## src/design/tps_pkg.sv

```systemverilog
// shared constants of the two-port 512x18 memory block
package tps_pkg;
   localparam int DATA_W = 18;
   localparam int HALF_W = 9;
   localparam int ADDR_W = 9;
   localparam int ROW_W = 8;
   localparam int ROWS = 256;
   localparam int SYNC_W = 3;
   localparam logic [1:0] GEOM_NARROW = 2'h1;
   localparam logic [1:0] GEOM_WIDE = 2'h2;
   localparam logic [17:0] DATA_RST = 18'h0_0000;
   localparam logic [8:0] HALF_ZERO = 9'h000;
   localparam logic [2:0] SYNC_RST = 3'h0;
   localparam logic [1:0] HALF_NONE = 2'h0;
   localparam logic [1:0] HALF_LOW = 2'h1;
   localparam logic [1:0] HALF_HIGH = 2'h2;
   localparam logic [1:0] HALF_BOTH = 2'h3;
endpackage : tps_pkg

```

## src/design/tps_mem_array.sv

```systemverilog
// storage array: 256 rows of two 9-bit halves, no reset on contents
module tps_mem_array
(
   input wire logic ref_clk,
   input wire logic [tps_pkg::ROW_W-1:0] rowWrite,
   input wire logic [1:0] halfWe,
   input wire logic [tps_pkg::DATA_W-1:0] wrWord,
   input wire logic [tps_pkg::ROW_W-1:0] rowRead,
   output logic [tps_pkg::DATA_W-1:0] rdWord
);

   // ----------------------------------------
   // one bank per half word
   // ----------------------------------------
   genvar h;
   generate
      for (h = 0; h < 2; h++)
      begin : g_bank
         logic [tps_pkg::HALF_W-1:0] bank [0:tps_pkg::ROWS-1];
         always_ff @(posedge ref_clk)
         begin
            if (halfWe[h])
            begin
               bank[rowWrite] <= wrWord[h*tps_pkg::HALF_W +: tps_pkg::HALF_W];
            end
         end
         assign rdWord[h*tps_pkg::HALF_W +: tps_pkg::HALF_W] = bank[rowRead];
      end
   endgenerate

endmodule : tps_mem_array

```

## src/design/tps_sram_top.sv

```systemverilog
// two-port memory with separate write and read ports, 512x9 or 256x18 per port
module tps_sram_top
(
   input wire logic ref_clk,
   input wire logic reset,
   input wire logic portResetN,
   input wire logic writeClk,
   input wire logic writeClkFall,
   input wire logic writeEnable,
   input wire logic writeEnHigh,
   input wire logic [1:0] writeWidthSelect,
   input wire logic [tps_pkg::ADDR_W-1:0] writeAddress,
   input wire logic [tps_pkg::DATA_W-1:0] writeData,
   input wire logic readClk,
   input wire logic readClkFall,
   input wire logic readEnable,
   input wire logic readEnHigh,
   input wire logic [1:0] readWidthSelect,
   input wire logic [tps_pkg::ADDR_W-1:0] readAddress,
   input wire logic pipeSelect,
   output logic [tps_pkg::DATA_W-1:0] readData
);

   // ----------------------------------------
   // pin synchronisers: bit0 write clock, bit1 read clock, bit2 port reset
   // ----------------------------------------
   logic [2:0] pinIn;
   logic [2:0] sync1_r, sync2_r, sync3_r, lvl_r, prevLvl_r;
   logic [2:0] sync1_nxt, sync2_nxt, sync3_nxt, lvl_nxt, prevLvl_nxt;

   assign pinIn = {portResetN, readClk, writeClk};

   always_comb
   begin
      sync1_nxt = pinIn;
      sync2_nxt = sync1_r;
      sync3_nxt = sync2_r;
      // a level change counts once stages two and three agree
      lvl_nxt = ((sync2_r ~^ sync3_r) & sync3_r) | ((sync2_r ^ sync3_r) & lvl_r);
      prevLvl_nxt = lvl_r;
   end

   always_ff @(posedge ref_clk)
   begin
      if (reset)
      begin
         sync1_r <= tps_pkg::SYNC_RST;
         sync2_r <= tps_pkg::SYNC_RST;
         sync3_r <= tps_pkg::SYNC_RST;
         lvl_r <= tps_pkg::SYNC_RST;
         prevLvl_r <= tps_pkg::SYNC_RST;
      end
      else
      begin
         sync1_r <= sync1_nxt;
         sync2_r <= sync2_nxt;
         sync3_r <= sync3_nxt;
         lvl_r <= lvl_nxt;
         prevLvl_r <= prevLvl_nxt;
      end
   end

   // ----------------------------------------
   // port strobes and clear
   // ----------------------------------------
   logic wrStrobe, rdStrobe, clr;

   // strobe on the chosen edge of each port clock
   assign wrStrobe = (lvl_r[0] ^ prevLvl_r[0]) & (lvl_r[0] ^ writeClkFall);
   assign rdStrobe = (lvl_r[1] ^ prevLvl_r[1]) & (lvl_r[1] ^ readClkFall);
   assign clr = ~lvl_r[2];

   // ----------------------------------------
   // write port
   // ----------------------------------------
   logic wrEnOn, wrNarrow, wrWide;
   logic [1:0] halfWe;
   logic [tps_pkg::DATA_W-1:0] wrWord;

   always_comb
   begin
      wrEnOn = (writeEnable == writeEnHigh);
      wrNarrow = (writeWidthSelect == tps_pkg::GEOM_NARROW);
      wrWide = (writeWidthSelect == tps_pkg::GEOM_WIDE);
      halfWe = tps_pkg::HALF_NONE;
      if (wrStrobe && wrEnOn && !clr)
      begin
         if (wrWide)
         begin
            halfWe = tps_pkg::HALF_BOTH;
         end
         else if (wrNarrow)
         begin
            halfWe = writeAddress[8] ? tps_pkg::HALF_HIGH : tps_pkg::HALF_LOW;
         end
      end
      // narrow data lands in whichever half is addressed
      wrWord = wrWide ? writeData : {writeData[8:0], writeData[8:0]};
   end

   logic [tps_pkg::DATA_W-1:0] rdWord;

   // separate write and read rows, both usable in one cycle
   tps_mem_array u_mem
   (
      .ref_clk(ref_clk),
      .rowWrite(writeAddress[7:0]),
      .halfWe(halfWe),
      .wrWord(wrWord),
      .rowRead(readAddress[7:0]),
      .rdWord(rdWord)
   );

   // ----------------------------------------
   // read port, hold and output registers
   // ----------------------------------------
   logic rdEnOn, rdNarrow, rdWide, rdAct;
   logic [tps_pkg::DATA_W-1:0] rdSel;
   logic [tps_pkg::DATA_W-1:0] hold_r, hold_nxt, readData_r, readData_nxt;

   always_comb
   begin
      rdEnOn = (readEnable == readEnHigh);
      rdNarrow = (readWidthSelect == tps_pkg::GEOM_NARROW);
      rdWide = (readWidthSelect == tps_pkg::GEOM_WIDE);
      rdAct = rdStrobe && rdEnOn && (rdNarrow || rdWide) && !clr;
      // undefined upper bits of a narrow read are driven as zero
      rdSel = rdWide ? rdWord : {tps_pkg::HALF_ZERO, (readAddress[8] ? rdWord[17:9] : rdWord[8:0])};
      hold_nxt = hold_r;
      readData_nxt = readData_r;
      if (clr)
      begin
         hold_nxt = tps_pkg::DATA_RST;
         readData_nxt = tps_pkg::DATA_RST;
      end
      else if (rdStrobe)
      begin
         if (rdAct)
         begin
            hold_nxt = rdSel;
         end
         if (pipeSelect)
         begin
            readData_nxt = hold_r;
         end
         else
         begin
            readData_nxt = rdAct ? rdSel : hold_r;
         end
      end
   end

   always_ff @(posedge ref_clk)
   begin
      if (reset)
      begin
         hold_r <= tps_pkg::DATA_RST;
         readData_r <= tps_pkg::DATA_RST;
      end
      else
      begin
         hold_r <= hold_nxt;
         readData_r <= readData_nxt;
      end
   end

   assign readData = readData_r;
endmodule : tps_sram_top

```

## config.mk

```make
export PLATFORM = sky130hd
export DESIGN_NAME = tps_sram_top
export DESIGN_NICKNAME = d
export VERILOG_FILES = /design/src/design/tps_pkg.sv /design/src/design/tps_mem_array.sv /design/src/design/tps_sram_top.sv
export SDC_FILE = /design/constraint.sdc
export NUM_CORES = 2
export LEC_CHECK = 0
export BUFFER_PORTS_ARGS = -buffer_cell sky130_fd_sc_hd__buf_4
export CORE_ASPECT_RATIO = 1.2
export CORE_UTILIZATION = 35
export CTS_BUF_LIST = sky130_fd_sc_hd__clkbuf_2
export DETAILED_ROUTE_END_ITERATION = 6
export PLACE_DENSITY = 0.51
export SYNTH_ARGS = -nofsm -noshare
export SYNTH_HDL_FRONTEND = slang
export SYNTH_MEMORY_MAX_BITS = 65536
export SYNTH_SLANG_ARGS = --single-unit
```

## constraint.sdc

```tcl
create_clock -name ref_clk -period 5.8 [get_ports ref_clk]
set_input_delay 0.58 -clock ref_clk [delete_from_list [all_inputs] [get_ports ref_clk]]
set_output_delay 0.58 -clock ref_clk [all_outputs]
set_load 0.02 [all_outputs]
```

**After elaboration in Yosys (flattened, before gate mapping)**

Memories as Yosys holds them, arrays and structs flattened.
Index checks and enable logic that the tools add are counted.

- Bits in registers: 50
- Input port bits: 52
- Memories: 2
- Bits in writable memories: 4608
- Logic and storage cells: 47

Memories:

| name | depth | width | rd ports | clocked after memory_dff | write ports | RTL line | RTL |
|---|---|---|---|---|---|---|---|
| u_mem.g_bank[0].bank | 256 | 9 | 1 | 0 | 1 | tps_mem_array.sv:19 | `logic [tps_pkg::HALF_W-1:0] bank [0:tps_pkg::ROWS-1];` |
| u_mem.g_bank[1].bank | 256 | 9 | 1 | 0 | 1 | tps_mem_array.sv:19 |  |

- Reductions and logical operators: 7
- Bitwise operators: 12
- Equal/unequal tests: 6
- Mux-type cells: 13

Operators by type and width:

| operator | count |
|---|---|
| 18-bit 2-to-1 mux | 4 |
| 9-bit 2-to-1 mux | 1 |
| 2-bit 2-to-1 mux | 4 |
| 3-bit bitwise AND | 2 |
| 1-bit logical AND | 5 |
| 2-bit by 1-bit equality test with 1-bit output (second input constant) | 2 |
| 2-bit equality test (second input constant) | 2 |
| 1-bit 2-to-1 mux | 4 |
| 1-bit XOR | 4 |
| 3-bit OR | 1 |
| 3-bit XNOR | 1 |
| 3-bit XOR | 1 |
| 1-bit bitwise AND | 2 |
| 1-bit equality test | 2 |
| 2-bit OR reduction | 1 |
| 1-bit logical OR | 1 |
| 1-bit NOT | 1 |

**Logic depth before layout (Yosys ltp)**

- Word-level depth: 7
- Depth in mapped cells: 16
- Depth with buffers taken out: 10

**Cells and area by module**

Synthesis repeated with hierarchy kept, for this count alone.

- Cells, all modules: 8557
- Area, all modules: 180456.8 um2

Modules (own cells, without submodules):

| module | area each (um2) | times used | cells an instance | seq. area each (um2) |
|---|---|---|---|---|
| tps_mem_array | 178239.7 | 1 | 8320 | 138372.7 |
| tps_sram_top | 2217.1 | 1 | 237 | 1001.0 |

**Least setup slack after synthesis**

No wires, ideal clock.

- Kind: input to register
- Start: in writeWidthSelect[1]
- End: mem u_mem.g_bank[1].bank[0][0] (netlist bit) (data pin)
- Stages: 3
- Slack: 2287 ps
- Arrival: 2958 ps
- Path through: nor2b_1 > buf_1 > mux2_2

- Cells in the longest elaborated chain, start to end: 2

Ends and longest elaborated chain:

| item | RTL line | RTL |
|---|---|---|
| from (decl) | tps_sram_top.sv:11 | `input wire logic [1:0] writeWidthSelect,` |
| 2-bit equality test | tps_sram_top.sv:84 | `wrWide = (writeWidthSelect == tps_pkg::GEOM_WIDE);` |
| 18-bit 2-to-1 mux | tps_sram_top.sv:98 | `wrWord = wrWide ? writeData : {writeData[8:0], writeData[8:0]};` |
| via u_mem.wrWord, one bit | tps_mem_array.sv:7 | `input wire logic [tps_pkg::DATA_W-1:0] wrWord,` |
| to (decl) | tps_mem_array.sv:19 |  |

The timed path passes the listed nets, and every way through them passes these cells.

**Worst setup path in the final report**

- Start: in readWidthSelect[1]
- End: reg readData_r, in the netlist readData[3]

- Cells in the longest elaborated chain, start to end: 6
- Elaborated cells on any way between the ends: 8
- Classes of those cells: eq/ne (2); mux (3); reduce/logical (3)

Ends and longest elaborated chain:

| item | RTL line | RTL |
|---|---|---|
| from (decl) | tps_sram_top.sv:18 | `input wire logic [1:0] readWidthSelect,` |
| 2-bit by 1-bit equality test with 1-bit output / 2-bit equality test (equally long branches) | tps_sram_top.sv:124, tps_sram_top.sv:125 |  |
| 1-bit logical OR | tps_sram_top.sv:126 | `rdAct = rdStrobe && rdEnOn && (rdNarrow \|\| rdWide) && !clr;` |
| 1-bit logical AND (2 in series) | tps_sram_top.sv:126 |  |
| 18-bit 2-to-1 mux * | -- |  |
| 18-bit 2-to-1 mux * | tps_sram_top.sv:142 | `if (pipeSelect)` |
| to (signal assigned) | tps_sram_top.sv:158 | `readData_r <= tps_pkg::DATA_RST;` |
| to (signal assigned) | tps_sram_top.sv:163 | `readData_r <= readData_nxt;` |
| to (decl) | tps_sram_top.sv:119 | `logic [tps_pkg::DATA_W-1:0] hold_r, hold_nxt, readData_r, readData_nxt;` |

Mark *: on every way between the ends. The rest lies on a longest branch, timed or not.
A chain may end at the register's enable or synchronous reset.

==> flow_summary.yaml <==
outcome:
  status: "completed"
flow_run:
  drv_cap: 0
pwr:
  pwr-share-clk_pct: 34.6
  power.leakage_nw: 66.9
  power_frac_seq_pct: 59.1
  power_switching_mw: 15.9
  peakVddDrop_uv: 220
  comb_power_share_pct: 6.3
  power_density_nw_per_um2: 305
  sw_frac_of_total_pct: 25.3
  cell_internal_pwr_mw: 46.8
synth:
  synth_top_area_share_pct: 75.8
  yosys_register_bits: 4658
  synth_cell_types: 92
  synth.avg_cell_area_um2: 21.1
  ys_seq_area_share_pct: 76.3
  synth_cells: 8638
  synth_top_cell_by_area: "edfxtp_1"
  ys_warn_count: 0
  ys_top_cells_by_area: "edfxtp_1 76%, mux4_2 11%, mux4_1 2.5%"
  synth_ff_type: "edfxtp_1"
  async_reset_ff_share_pct: 0
  syn_area_um2: 183000
  synth.net_count: 8694
  synth-edff-count: 4608
critical_path:
  arrival_ns: 8.08
  startpoint: "readWidthSelect[1]"
  start_kind: "input port"
  crit_path_end_kind: "flip-flop"
  crit_required_ns: 8.12
  r2r-start: "lvl_r[2]"
  critPathMaxFanout: 6
  critPathKind: "in -> reg"
sta:
  worst_slew_pin_slew_ns: 1.43
  fin_crit_sh_pct: 99.3
  rsz0062_at_grt: "no"
  relSlewSlack_pct: 4.36
  hold_viol: 0
  finClkSkew_ns: 0.288
  min_period_ns: 5.76
  slew_viol_final: 0
  worst_slack_ns: 0.0398
  timing.hold.ws_ns: 0.251
  setup_viol: 0
  fmax_mhz: 174
  fin_setup_tns_ns: 0
placement:
  port_buffers: 69
  place_inst: 15600
  place.gp.congestion: 0.876
  dpl_worst_slack_ns: 0.397
  hpwl_mm: 359
layout:
  fin_cells: 17800
  final_cell_mix: "4608 x edfxtp_1, 1702 x clkbuf_2, 904 x mux4_2"
  final_core_util_pct: 39.5
  n_fill_cell: 47200
  fin_nets: 10200
  final_common_cell: "edfxtp_1"
  drive_above_1_share_pct: 31.6
  syn2layout_area_growth_pct: 12.5
clocking:
  cts_max_path_buffers: 5
  cts_tree: "built"
  root_buffer: "clkbuf_2"
  numCtsBuffers: 1234
  cts.htree.levels: 7
  clk_pin_slew_ns: 0.09
  cts_sinks: 4658
  clock_latency_ns: 2.45
floorplanning:
  die-area_um2: 525000
  dieHeight_um: 793
  boundaryPins: 70
  start_util_pct: 35.2
  core_um2: 520000
  rows: 290
  fp.dieW_um: 661
drt:
  wl_per_cell_um: 32.3
  vias: 97400
  firstDrtPassIters: 5
  drc: 0
  drt_wl_total_mm: 576
  ant_nets: 0
  drt_iter0_markers: 9662
  vias_per_cell: 5.47
worst_hold_path:
  hp-start: "writeData[15]"
  worstHoldPathType: "in -> reg"
global_route:
  grt_pass1_wl_mm: 794
  grt_pass1_vias: 102000
  antenna_found_initial: 45
  overflow: 0
  grt_max_degree: 189
  grtUsageTotal_pct: 21.9
[power groups by stage]
stage	registers, mW	logic (mW)	clock network, mW
2_1_floorplan	37.9	1.96	0
3_3_place_gp	37.8	3.78	0
3_5_place_dp	37.8	3.84	0
4_1_cts	37.1	3.99	22.3
5_1_grt	37.1	4.07	23.9
6_report	37.1	3.94	21.7
[repair_timing]
item | 4_1_cts | 5_1_grt
setup endpoints to repair | 0 | 1
hold endpoints to repair | 9265 | 0
resized for setup | 0 | 1
hold buffers | 197 | 0
buffers inserted | 0 | 0
[final cells by class]
type / count / area (um2) / area share [%]
Antenna cell: 31 / 77.6 / 0.0378
Clock buffer: 1702 / 8520 / 4.15
Clock inverter: 282 / 1510 / 0.737
Inverter: 10 / 50.0 / 0.0244
Multi-Input combinational cell: 3444 / 39600 / 19.3
Sequential cell: 4658 / 139000 / 67.8
Tap cell: 6862 / 8590 / 4.18
Timing Repair Buffer: 828 / 7720 / 3.76
[layer usage]
metal	share of wire [%]	track usage, %	wire (um)
met1	38	26.6	219000
met3	7.3	5.25	42200
met2	50	36.7	289000
met4	4.3	10.2	24800
met5	0.011	0	62
[stage by stage]
step	power, mW	instance area (um2)
CTS	63.3	205000
floorplan	39.8	183000
global placement	41.6	193000
global route	65.0	205000
detailed placement	41.7	193000
finish	62.7	205000
[synthesized netlist by cell type (all sizes together) (9+ instances only)]
master	n
nand2	308
nor3	25
mux4	1076
a211oi	39
nor4	22
a32oi	13
edfxtp	4608
or3	21
o22ai	83
and3	23
a221oi	29
o21ai	89
a31oi	40
o221ai	17
a22oi	127
dfxtp	50
clkbuf	191
o2bb2ai	9
and2	25
nor2	630
a22o	24
o211ai	20
inv	9
buf	332
mux2	39
a32o	10
nand2b	18
mux2i	332
nand3	112
a21oi	122
nor2b	42
nand4	26
[flip-flops by register name, summed over array words and instances, names as in the netlist]
name and count:
u_mem.g_bank.bank 4608, hold_r 18, readData 18, lvl_r 3
sync1_r 3, sync2_r 3, sync3_r 3, prevLvl_r 2
[worst max-delay path: stages]
cell	delay (ns)
dlygate4sd3_1	0.53
dlygate4sd3_1	0.56
buf_4	0.13
dlygate4sd3_1	0.56
ha_1	0.27
dlygate4sd3_1	0.55
nor3b_1	0.52
dlygate4sd3_1	0.77
and2_1	0.37
nand2_1	0.37
a211oi_1	0.43
o2111ai_1	0.18
dlygate4sd3_1	0.62
o311ai_2	0.08
dlygate4sd3_1	0.61
nor2_1	0.06
dlygate4sd3_1	0.60
o41ai_2	0.26
[final timing paths]
check / end / slack (ns) / depth (start not counted)
max reg2reg: readData[3] / 0.14 / 12
min: u_mem.g_bank[1].bank[186][6] / 0.25 / 4
min reg2reg: sync2_r[2] / 0.44 / 1
max: readData[3] / 0.04 / 18
[cell families (layout without fill, tap and decap cells)]
| group | Yosys count | after routing | synth area share (%) |
|---|---|---|---|
| AO/OA/AOI/OAI | 696 | 696 | 2.65 |
| XOR/XNOR | 2 | 2 | 0.00959 |
| adder cells (fa/ha/maj) | 4 | 4 | 0.0274 |
| buffers and inverters | 536 | 2822 | 2.22 |
| flip-flops | 4658 | 4658 | 76.3 |
| multiplexers | 1447 | 1447 | 15.7 |
| other | 0 | 31 | 0 |
| AND/OR/NAND/NOR | 1295 | 1295 | 3.11 |
(Power assumes the default switching activity.)
